## config.mk

```make
export PLATFORM = sky130hd
export DESIGN_NAME = rxh_top
export DESIGN_NICKNAME = d
export VERILOG_FILES = /design/src/rxh_pkg.sv /design/src/rxh_fifo.sv /design/src/rxh_sig.sv /design/src/rxh_top.sv
export SDC_FILE = /design/constraint.sdc
export NUM_CORES = 2
export LEC_CHECK = 0
export BUFFER_PORTS_ARGS = -buffer_cell sky130_fd_sc_hd__buf_2
export CAP_MARGIN = 15
export CORE_UTILIZATION = 55
export DETAILED_ROUTE_END_ITERATION = 10
export PLACE_DENSITY_LB_ADDON = 0.12
export SKIP_LAST_GASP = 1
export SLEW_MARGIN = 20
export SYNTH_ARGS = -nofsm -noshare
export SYNTH_HDL_FRONTEND = slang
export SYNTH_SLANG_ARGS = --single-unit
```

## constraint.sdc

```tcl
create_clock -name clk -period 4.5 [get_ports clk]
set_input_delay 0.225 -clock clk [delete_from_list [all_inputs] [get_ports clk]]
set_output_delay 0.225 -clock clk [all_outputs]
set_load 0.03 [all_outputs]
```

## src/rxh_pkg.sv

```systemverilog
package rxh_pkg;

	// port replication
	localparam int          NPORT       = 8;
	localparam int          PORT_LSB    = 9;
	localparam logic [11:0] PORT_STRIDE = 12'h200;

	// per-port register offsets
	localparam logic [8:0] OFF_HDLC_CTL = 9'h010;
	localparam logic [8:0] OFF_BIT_SUPP = 9'h011;
	localparam logic [8:0] OFF_MON_SEL  = 9'h012;
	localparam logic [8:0] OFF_SIG_CTL  = 9'h013;
	localparam logic [8:0] OFF_MON_DATA = 9'h017;
	localparam logic [8:0] OFF_STATUS   = 9'h018;

	// reset values
	localparam logic [7:0] REG_RESET = 8'h00;

	// receive hdlc control fields
	localparam int         CRC_BIT  = 7;
	localparam int         RST_BIT  = 6;
	localparam int         MAP_BIT  = 5;
	localparam int         CH_MSB   = 4;
	localparam logic [7:0] RST_MASK = 8'h40;

	// monitor select and signaling control fields
	localparam logic [7:0] MON_SEL_MASK    = 8'h1F;
	localparam logic [7:0] SIG_CTL_MASK    = 8'h17;
	localparam int         SIG_ONES_BIT    = 4;
	localparam int         FREEZE_FRC_BIT  = 2;
	localparam int         FREEZE_EN_BIT   = 1;

	// status register fields
	localparam int ST_FROZEN  = 0;
	localparam int ST_ALIGNED = 1;
	localparam int ST_OVERRUN = 2;

	// multiframe resync criterion and forced all-ones signaling value
	localparam logic [1:0] MAS_ERR_LIMIT = 2'h2;
	localparam logic [3:0] SIG_ALL_ONES  = 4'hF;

	// receive fifo word: port, epoch, kind, octet
	localparam int         FIFO_DEPTH = 4;
	localparam int         FIFO_WIDTH = 14;
	localparam int         QUEUE_LEN  = 3;
	localparam logic [1:0] KIND_DATA  = 2'h0;
	localparam logic [1:0] KIND_CRC   = 2'h1;
	localparam logic [1:0] KIND_END   = 2'h2;

endpackage

```

## src/rxh_fifo.sv

```systemverilog
`timescale 1ns/1ps
`default_nettype none
module rxh_fifo #(
	parameter int W = 14,
	parameter int D = 4
) (
	// clock and reset
	input  wire logic         clk,
	input  wire logic         reset_n,
	// fill side
	input  wire logic         in_valid,
	output logic              in_ready,
	input  wire logic [W-1:0] in_data,
	// drain side
	output logic              out_valid,
	input  wire logic         out_ready,
	output logic      [W-1:0] out_data
);

	localparam int AW = (D > 1) ? $clog2(D) : 1;
	localparam int CW = $clog2(D + 1);

	typedef struct packed {
		logic [D-1:0][W-1:0] mem;
		logic [AW-1:0]       wp;
		logic [AW-1:0]       rp;
		logic [CW-1:0]       cnt;
	} rxh_fifo_st_t;

	rxh_fifo_st_t s;
	rxh_fifo_st_t next_s;
	logic         wr;
	logic         rd;

	assign in_ready  = (s.cnt != CW'(D));
	assign out_valid = (s.cnt != '0);
	assign out_data  = s.mem[s.rp];

	always_comb begin
		next_s = s;
		wr = in_valid && in_ready;
		rd = out_valid && out_ready;
		if (wr) begin
			next_s.mem[s.wp] = in_data;
			next_s.wp = (s.wp == AW'(D - 1)) ? '0 : s.wp + AW'(1);
		end
		if (rd) begin
			next_s.rp = (s.rp == AW'(D - 1)) ? '0 : s.rp + AW'(1);
		end
		if (wr && !rd) begin
			next_s.cnt = s.cnt + CW'(1);
		end else if (rd && !wr) begin
			next_s.cnt = s.cnt - CW'(1);
		end
	end

	always_ff @(posedge clk or negedge reset_n) begin
		if (!reset_n) begin
			s <= '0;
		end else begin
			s <= next_s;
		end
	end

endmodule
`default_nettype wire

```

## src/rxh_sig.sv

```systemverilog
`timescale 1ns/1ps
`default_nettype none
module rxh_sig
	import rxh_pkg::*;
(
	// clock and reset
	input  wire logic       clk,
	input  wire logic       reset_n,
	// controls
	input  wire logic       e1_mode,
	input  wire logic       force_signaling_ones,
	input  wire logic       signaling_force_freeze,
	input  wire logic       signaling_freeze_enable,
	input  wire logic       reinsert_en,
	// framer inputs
	input  wire logic [3:0] sig_in,
	input  wire logic       ones_chan,
	input  wire logic       freeze_event,
	input  wire logic       mas_seen,
	input  wire logic       mas_error,
	input  wire logic       ts16_prev_one,
	input  wire logic       mf_ts16_zero,
	// outputs
	output logic      [3:0] signaling_output,
	output logic      [3:0] serial_sig_output,
	output logic            frozen,
	output logic            mf_aligned,
	output logic            mf_resync
);

	typedef struct packed {
		logic [3:0] sig;
		logic [3:0] ser;
		logic [3:0] held;
		logic       frozen;
		logic [1:0] err_cnt;
		logic       aligned;
		logic       resync;
	} rxh_sig_st_t;

	rxh_sig_st_t s;
	rxh_sig_st_t next_s;
	logic        freeze;
	logic [3:0]  live;

	assign signaling_output  = s.sig;
	assign serial_sig_output = s.ser;
	assign frozen            = s.frozen;
	assign mf_aligned        = s.aligned;
	assign mf_resync         = s.resync;

	always_comb begin
		next_s = s;
		next_s.resync = 1'b0;
		freeze = signaling_force_freeze || (signaling_freeze_enable && freeze_event);
		live = (!e1_mode && force_signaling_ones && ones_chan) ? SIG_ALL_ONES : sig_in;
		if (!freeze) begin
			next_s.held = live;
		end
		next_s.frozen = freeze;
		next_s.sig = freeze ? s.held : live;
		next_s.ser = (freeze && reinsert_en) ? s.held : live;
		if (e1_mode) begin
			if (mas_error) begin
				if (s.err_cnt == MAS_ERR_LIMIT - 2'h1) begin
					next_s.resync = 1'b1;
					next_s.aligned = 1'b0;
					next_s.err_cnt = 2'h0;
				end else begin
					next_s.err_cnt = s.err_cnt + 2'h1;
				end
			end else if (mas_seen) begin
				next_s.err_cnt = 2'h0;
				// alternate mode needs a one in the preceding slot 16
				if (!s.aligned && (!force_signaling_ones || ts16_prev_one)) begin
					next_s.aligned = 1'b1;
				end
			end
			if (force_signaling_ones && s.aligned && mf_ts16_zero) begin
				next_s.resync = 1'b1;
				next_s.aligned = 1'b0;
			end
		end else begin
			next_s.err_cnt = 2'h0;
			next_s.aligned = 1'b0;
		end
	end

	always_ff @(posedge clk or negedge reset_n) begin
		if (!reset_n) begin
			s <= '0;
		end else begin
			s <= next_s;
		end
	end

endmodule
`default_nettype wire

```

## src/rxh_top.sv

```systemverilog
// What this block does
// - crc control pushes received crc after packet
// - hdlc reset clears controller, flushes fifo
// - hardware finishes reset within two frames, clears
// - init done also clears reset bit
// - mapping select: channel or fdl/sa bits
// - five-bit channel select, zero is channel one
// - new channel applies only after hdlc reset
// - per-bit suppress masks channel bits, msb bit7
// - monitor select picks channel for monitor data
// - t1 forced all-ones signaling on enabled channels
// - e1 resync after two bad alignment words
// - alternate cas: all-zero slot 16 resyncs
// - alternate cas alignment needs preceding one bit
// - force freeze holds signaling, overrides freeze enable
// - eight register copies at 200h stride
// - freeze enable lets freeze events hold signaling
//
// Implementation choice: the strobed register port.
`timescale 1ns/1ps
`default_nettype none
module rxh_top
	import rxh_pkg::*;
(
	// clock and reset
	input  wire logic             clk,
	input  wire logic             reset_n,
	// register port
	input  wire logic [11:0]      reg_addr,
	input  wire logic [7:0]       reg_wdata,
	input  wire logic             reg_wr,
	input  wire logic             reg_rd,
	output logic      [7:0]       reg_rdata,
	// framer timing, shared by all ports
	input  wire logic             e1_mode,
	input  wire logic             bit_strobe,
	input  wire logic [4:0]       chan_index,
	input  wire logic [2:0]       bit_index,
	input  wire logic             fdl_slot,
	input  wire logic             frame_start,
	input  wire logic             init_done_flag,
	// per-port receive data
	input  wire logic [7:0]       line_bit,
	input  wire logic [7:0]       pkt_end,
	// per-port signaling inputs
	input  wire logic [7:0][3:0]  sig_in,
	input  wire logic [7:0]       sig_ones_chan,
	input  wire logic [7:0]       reinsert_en,
	input  wire logic [7:0]       freeze_event,
	input  wire logic [7:0]       mas_seen,
	input  wire logic [7:0]       mas_error,
	input  wire logic [7:0]       ts16_prev_one,
	input  wire logic [7:0]       mf_ts16_zero,
	// per-port signaling outputs
	output logic      [7:0][3:0]  signaling_output,
	output logic      [7:0][3:0]  serial_sig_output,
	output logic      [7:0]       mf_aligned,
	output logic      [7:0]       mf_resync,
	// receive hdlc octet stream
	output logic                  hd_valid,
	input  wire logic             hd_ready,
	output logic      [2:0]       hd_port,
	output logic      [1:0]       hd_kind,
	output logic      [7:0]       hd_data
);

	typedef struct packed {
		logic [7:0][7:0]                  hctl;
		logic [7:0][7:0]                  supp;
		logic [7:0][7:0]                  mon_sel;
		logic [7:0][7:0]                  sig_ctl;
		logic [7:0][4:0]                  act_ch;
		logic [7:0]                       epoch;
		logic [7:0][7:0]                  shf;
		logic [7:0][2:0]                  bcnt;
		logic [7:0][7:0]                  h_old;
		logic [7:0][7:0]                  h_new;
		logic [7:0][1:0]                  hcnt;
		logic [7:0][QUEUE_LEN-1:0][9:0]   q;
		logic [7:0][1:0]                  qn;
		logic [7:0]                       ovr;
		logic [7:0][7:0]                  msh;
		logic [7:0][7:0]                  mdat;
		logic [7:0]                       rdata;
		logic                             o_valid;
		logic [2:0]                       o_port;
		logic [1:0]                       o_kind;
		logic [7:0]                       o_data;
	} rxh_st_t;

	rxh_st_t                   s;
	rxh_st_t                   next_s;
	logic [7:0]                frozen;
	logic [2:0]                sel;
	logic                      sel_ok;
	logic                      f_in_ready;
	logic [FIFO_WIDTH-1:0]     f_in_data;
	logic                      f_out_valid;
	logic                      f_out_pop;
	logic [FIFO_WIDTH-1:0]     f_out_data;
	logic                      drop;
	logic                      load;
	logic                      acc;
	logic [7:0]                oct;
	logic [QUEUE_LEN-1:0][9:0] ew;
	logic [1:0]                ne;
	logic [2:0]                wport;
	logic [8:0]                woff;
	logic [2:0]                rport;
	logic [8:0]                roff;

	assign reg_rdata = s.rdata;
	assign hd_valid  = s.o_valid;
	assign hd_port   = s.o_port;
	assign hd_kind   = s.o_kind;
	assign hd_data   = s.o_data;

	genvar g;
	generate
		for (g = 0; g < NPORT; g++) begin : g_sig
			rxh_sig u_sig (
				.clk                     (clk),
				.reset_n                 (reset_n),
				.e1_mode                 (e1_mode),
				.force_signaling_ones    (s.sig_ctl[g][SIG_ONES_BIT]),
				.signaling_force_freeze  (s.sig_ctl[g][FREEZE_FRC_BIT]),
				.signaling_freeze_enable (s.sig_ctl[g][FREEZE_EN_BIT]),
				.reinsert_en             (reinsert_en[g]),
				.sig_in                  (sig_in[g]),
				.ones_chan               (sig_ones_chan[g]),
				.freeze_event            (freeze_event[g]),
				.mas_seen                (mas_seen[g]),
				.mas_error               (mas_error[g]),
				.ts16_prev_one           (ts16_prev_one[g]),
				.mf_ts16_zero            (mf_ts16_zero[g]),
				.signaling_output        (signaling_output[g]),
				.serial_sig_output       (serial_sig_output[g]),
				.frozen                  (frozen[g]),
				.mf_aligned              (mf_aligned[g]),
				.mf_resync               (mf_resync[g])
			);
		end
	endgenerate

	rxh_fifo #(
		.W (FIFO_WIDTH),
		.D (FIFO_DEPTH)
	) u_fifo (
		.clk       (clk),
		.reset_n   (reset_n),
		.in_valid  (sel_ok),
		.in_ready  (f_in_ready),
		.in_data   (f_in_data),
		.out_valid (f_out_valid),
		.out_ready (f_out_pop),
		.out_data  (f_out_data)
	);

	always_comb begin
		next_s = s;
		acc = 1'b0;
		oct = 8'h00;
		ew = '0;
		ne = 2'h0;
		wport = reg_addr[11:PORT_LSB];
		woff = reg_addr[PORT_LSB-1:0];
		rport = reg_addr[11:PORT_LSB];
		roff = reg_addr[PORT_LSB-1:0];

		// lowest port with a queued word feeds the fifo
		sel_ok = 1'b0;
		sel = 3'h0;
		for (int p = NPORT - 1; p >= 0; p--) begin
			if (s.qn[p] != 2'h0) begin
				sel_ok = 1'b1;
				sel = 3'(p);
			end
		end
		f_in_data = {sel, s.epoch[sel], s.q[sel][0]};

		for (int p = 0; p < NPORT; p++) begin
			if (sel_ok && f_in_ready && sel == 3'(p)) begin
				next_s.q[p][0] = s.q[p][1];
				next_s.q[p][1] = s.q[p][2];
				next_s.qn[p] = s.qn[p] - 2'h1;
			end

			// bit selection into the hdlc controller
			if (s.hctl[p][MAP_BIT]) begin
				acc = bit_strobe && fdl_slot;
			end else begin
				acc = bit_strobe && chan_index == s.act_ch[p]
					&& !s.supp[p][bit_index];
			end
			ne = 2'h0;
			ew = '0;
			oct = {s.shf[p][6:0], line_bit[p]};
			if (pkt_end[p]) begin
				// last two octets are the received check code
				if (s.hcnt[p] == 2'h2 && s.hctl[p][CRC_BIT]) begin
					ew[0] = {KIND_CRC, s.h_old[p]};
					ew[1] = {KIND_CRC, s.h_new[p]};
					ew[2] = {KIND_END, 8'h00};
					ne = 2'h3;
				end else begin
					ew[0] = {KIND_END, 8'h00};
					ne = 2'h1;
				end
				next_s.hcnt[p] = 2'h0;
				next_s.bcnt[p] = 3'h0;
			end else if (acc) begin
				next_s.shf[p] = oct;
				next_s.bcnt[p] = s.bcnt[p] + 3'h1;
				if (s.bcnt[p] == 3'h7) begin
					next_s.h_new[p] = oct;
					next_s.h_old[p] = s.h_new[p];
					if (s.hcnt[p] == 2'h2) begin
						ew[0] = {KIND_DATA, s.h_old[p]};
						ne = 2'h1;
					end else begin
						next_s.hcnt[p] = s.hcnt[p] + 2'h1;
					end
				end
			end
			for (int k = 0; k < QUEUE_LEN; k++) begin
				if (2'(k) < ne) begin
					if (next_s.qn[p] == 2'(QUEUE_LEN)) begin
						next_s.ovr[p] = 1'b1;
					end else begin
						next_s.q[p][next_s.qn[p]] = ew[k];
						next_s.qn[p] = next_s.qn[p] + 2'h1;
					end
				end
			end

			// channel monitor capture, msb arrives first
			if (bit_strobe && chan_index == s.mon_sel[p][4:0]) begin
				next_s.msh[p] = {s.msh[p][6:0], line_bit[p]};
				if (bit_index == 3'h0) begin
					next_s.mdat[p] = {s.msh[p][6:0], line_bit[p]};
				end
			end

			// acknowledged hdlc reset, done at the next frame start or init done flag
			if (s.hctl[p][RST_BIT]) begin
				next_s.bcnt[p] = 3'h0;
				next_s.hcnt[p] = 2'h0;
				next_s.qn[p] = 2'h0;
				next_s.ovr[p] = 1'b0;
				if (frame_start || init_done_flag) begin
					next_s.hctl[p][RST_BIT] = 1'b0;
					next_s.act_ch[p] = s.hctl[p][CH_MSB:0];
					next_s.epoch[p] = !s.epoch[p];
				end
			end

			if (reg_wr && wport == 3'(p)) begin
				unique case (woff)
					OFF_HDLC_CTL: begin
						// host may set but never clear the reset bit
						next_s.hctl[p] = reg_wdata | (next_s.hctl[p] & RST_MASK);
					end
					OFF_BIT_SUPP: next_s.supp[p] = reg_wdata;
					OFF_MON_SEL:  next_s.mon_sel[p] = reg_wdata & MON_SEL_MASK;
					OFF_SIG_CTL:  next_s.sig_ctl[p] = reg_wdata & SIG_CTL_MASK;
					default: begin
					end
				endcase
			end
		end

		next_s.rdata = 8'h00;
		if (reg_rd) begin
			unique case (roff)
				OFF_HDLC_CTL: next_s.rdata = s.hctl[rport];
				OFF_BIT_SUPP: next_s.rdata = s.supp[rport];
				OFF_MON_SEL:  next_s.rdata = s.mon_sel[rport];
				OFF_SIG_CTL:  next_s.rdata = s.sig_ctl[rport];
				OFF_MON_DATA: next_s.rdata = s.mdat[rport];
				OFF_STATUS: begin
					next_s.rdata[ST_FROZEN] = frozen[rport];
					next_s.rdata[ST_ALIGNED] = mf_aligned[rport];
					next_s.rdata[ST_OVERRUN] = s.ovr[rport];
				end
				default: next_s.rdata = 8'h00;
			endcase
		end

		// words from before a port's last reset are discarded here
		drop = f_out_valid && (f_out_data[10] != s.epoch[f_out_data[13:11]]);
		load = !s.o_valid || hd_ready;
		f_out_pop = f_out_valid && (drop || load);
		if (load) begin
			next_s.o_valid = f_out_valid && !drop;
			next_s.o_port = f_out_data[13:11];
			next_s.o_kind = f_out_data[9:8];
			next_s.o_data = f_out_data[7:0];
		end
	end

	always_ff @(posedge clk or negedge reset_n) begin
		if (!reset_n) begin
			s <= '0;
		end else begin
			s <= next_s;
		end
	end

endmodule
`default_nettype wire

```

==> out/metrics.yaml <==
detailed_routing:
  antenna_left: 0
  vias: 33200
  drt_iter0_markers: 2400
  via_per_inst: 5.88
  wl_per_cell_um: 22.0
  wl_um: 124000
  dr.pass1.iters: 6
  drc: 0
cts:
  cts_setup_buffers: 0
  numCtsBuffers: 110
  ctsResizeCount: 0
  cts-root-buf: "clkbuf_16"
  clock_latency_ps: 680
  htreeDepth: 3
  cts_tree: "built"
  clkSinkCount: 1045
  clk_pin_slew_worst_paths_ps: 60
  clockBufferDepth: 3
worst_setup_path:
  path_delay_family: "buffers and inverters"
  arrival_ps: 4160
  cp_cell_sequence: "inv_1 > ha_1 > inv_1 > a311o_2 > nor4_4 > buf_4 > xnor2_1 > nand3_1 > buf_4 > mux2i_1 > a21oi_1"
  critical_path_required_ps: 5010
  slowest_stage: "a311o_2"
  critPathLaunchType: "flip-flop"
  path_max_fanout: 21
  worst-path-buf-inv: 4
  crit_path_end_kind: "flip-flop"
  slowest_delay_ps: 520
  timing_worst_setup_path_type: "reg2reg"
yosys:
  synth-edff-count: 0
  synth_top_area_cell: "dfrtp_1"
  yosysWarnings: 0
  seq_area_frac_synth: 0.520
  synth_area_leaders: "dfrtp_1 52%, mux2_2 14%, mux4_2 4.5%"
  ys_ff_latch: 1045
  synth.top_cell.area_share: 0.520
  synthCells: 4153
  async_reset_ff_frac: 1.00
  ys.flop_type: "dfrtp_1"
  avgSynthCellArea_sq_um: 12.1
  syn_nets: 4334
  synth_cell_types: 89
  synth_area_sq_mm: 0.0503
pwr:
  power_density_mw_per_mm2: 399
  p_sw_uw: 6100
  p_comb_frac: 0.141
  total_power_uw: 22700
  peakVddDrop_mv: 0.360
  p_sw_frac: 0.269
  p_seq_frac: 0.452
  pwr-share-clk: 0.407
  leakage_uw: 0.0268
  internal_power_uw: 16600
outcome:
  run_status: "finished clean"
sta:
  slew_viol_final: 0
  relSlewSlack: 0.241
  holdWs_ps: 33.2
  fmax_mhz: 274
  min_period_ps: 3650
  fin_crit_sh: 0.811
  finClkSkew_ps: 27.0
  rsz0062_at_grt: "false"
  setup_tns_ps: 0
  hold_viol: 0
  worst_pin_slew_ps: 1130
  setup-violations-final: 0
floorplanning:
  rows: 110
  io_pins: 244
  start_util: 0.557
  die_area_sq_mm: 0.0926
  die_w_um: 304
  chipHeight_um: 304
  coreArea_sq_mm: 0.0903
final_layout:
  regArea_sq_mm: 0.0262
  final_layout_size_suffix_gt1_frac: 0.290
  syn2layout_area_growth_pct: 13.0
  layout_commonest_cell: "dfrtp_1"
  fill_cells: 7077
  layout.nets: 4555
  layout.cells.non_filler: 5649
  multi_input_area_sq_mm: 0.0222
  final_cell_mix: "1045 x dfrtp_1, 629 x mux2_2, 355 x nand2_1"
placement:
  placed_cells: 5329
  io_buffers: 243
  routabilityCongestion: 0.869
  hpwl_um: 87000
flow_run:
  max_cap_violations: 0
global_route:
  grt_max_degree: 142
  antenna_found_initial: 13
  grt_pass1_wl_um: 199000
  grtUsageTotal: 0.273
  grt-ovfl-total: 0
  grt_pass1_vias: 33700
worst_hold_path:
  hp-class: "in2reg"
==> layout make-up <==
cell class | instances | area share
sequential | 1045 | 0.460
clock buffer | 178 | 0.0615
timing repair buffer | 420 | 0.0521
antenna | 8 | 0.000352
tap | 1176 | 0.0259
multi-input combinational | 2721 | 0.391
clock inverter | 25 | 0.00445
inverter | 76 | 0.00502
==> final timing paths <==
| kind | from | slack (ps) | depth (start not counted) | endpoint |
|---|---|---|---|---|
| max reg2reg | s[162] | 850 | 11 | s[405] |
| max | s[162] | 850 | 11 | s[405] |
| max in group asynchronous | reset_n | 3030 | 3 | s[698] |
| min in group asynchronous | reset_n | 150 | 2 | s[179] |
| min reg2reg | u_fifo.s[36] | 470 | 2 | u_fifo.s[36] |
| min | line_bit[4] | 30 | 2 | s[54] |
==> repair_timing <==
action                                  CTS  global route
hold endpoints to repair                242             0
hold buffers                            109             0
endpoints found under the setup margin    0             0
==> cell usage after synthesis, types with 75 or more instances <==
library cell     n
nor2_1         190
a21oi_1        214
clkbuf_1       127
buf_4          120
xnor2_1         81
mux2i_1        209
o21ai_0        154
nand2_1        355
inv_1           75
dfrtp_1       1045
mux2_2         629
mux4_2         101
==> layer usage <==
layer	up-vias	share of wire	global-route usage
met5	-	0.00019	0
met4	4	0.032	0.0872
met3	206	0.047	0.0400
met2	785	0.48	0.444
met1	16900	0.44	0.380
li1	15300	-	-
==> registers in the layout (all words and copies together), names as in the netlist <==
signal and cells:
reg_rdata 8, g_sig.u_sig.mf_aligned 8, hd_data 8, g_sig.u_sig.serial_sig_output 32, g_sig.u_sig.s 16, hd_port 3, g_sig.u_sig.signaling_output 32, g_sig.u_sig.frozen 8
u_fifo.s 63, g_sig.u_sig.mf_resync 8, hd_valid 1, oct 7, hd_kind 2, s 849
==> power by group through the flow <==
| stage | logic, uW | registers (uW) | clock network [uW] |
|---|---|---|---|
| finish | 3200 | 10300 | 9240 |
| global route | 3520 | 10300 | 9790 |
| CTS | 3200 | 10300 | 9430 |
| detailed placement | 3110 | 10400 | 0 |
| global placement | 3070 | 10400 | 0 |
| floorplan | 2160 | 10200 | 0 |
==> logic make-up after synthesis <==
family,share of synthesized area
multiplexers,0.234
XOR/XNOR,0.0218
flip-flops,0.520
AND/OR/NAND/NOR,0.0897
buffers and inverters,0.0398
AO/OA/AOI/OAI,0.0837
adder cells (fa/ha/maj),0.0105
==> worst register-to-register path, cell delays in order (launching register included) <==
cell and delay (ps):
dfrtp_1 450, inv_1 150, ha_1 300, inv_1 130
a311o_2 520, nor4_4 430, buf_4 440, xnor2_1 210
nand3_1 330, buf_4 290, mux2i_1 140, a21oi_1 80
==> per-stage QoR <==
| step | utilization | worst slack (ps) | instance area (sq um) |
|---|---|---|---|
| after global placement | 0.575 | 867 | 51900 |
| after global routing | 0.629 | 535 | 56800 |
| after CTS | 0.629 | 805 | 56800 |
| final | 0.629 | 852 | 56800 |
| after detailed placement | 0.575 | 811 | 51900 |
| after floorplan | - | 1370 | 50300 |
No activity file was read; power rests on OpenSTA's default activity.
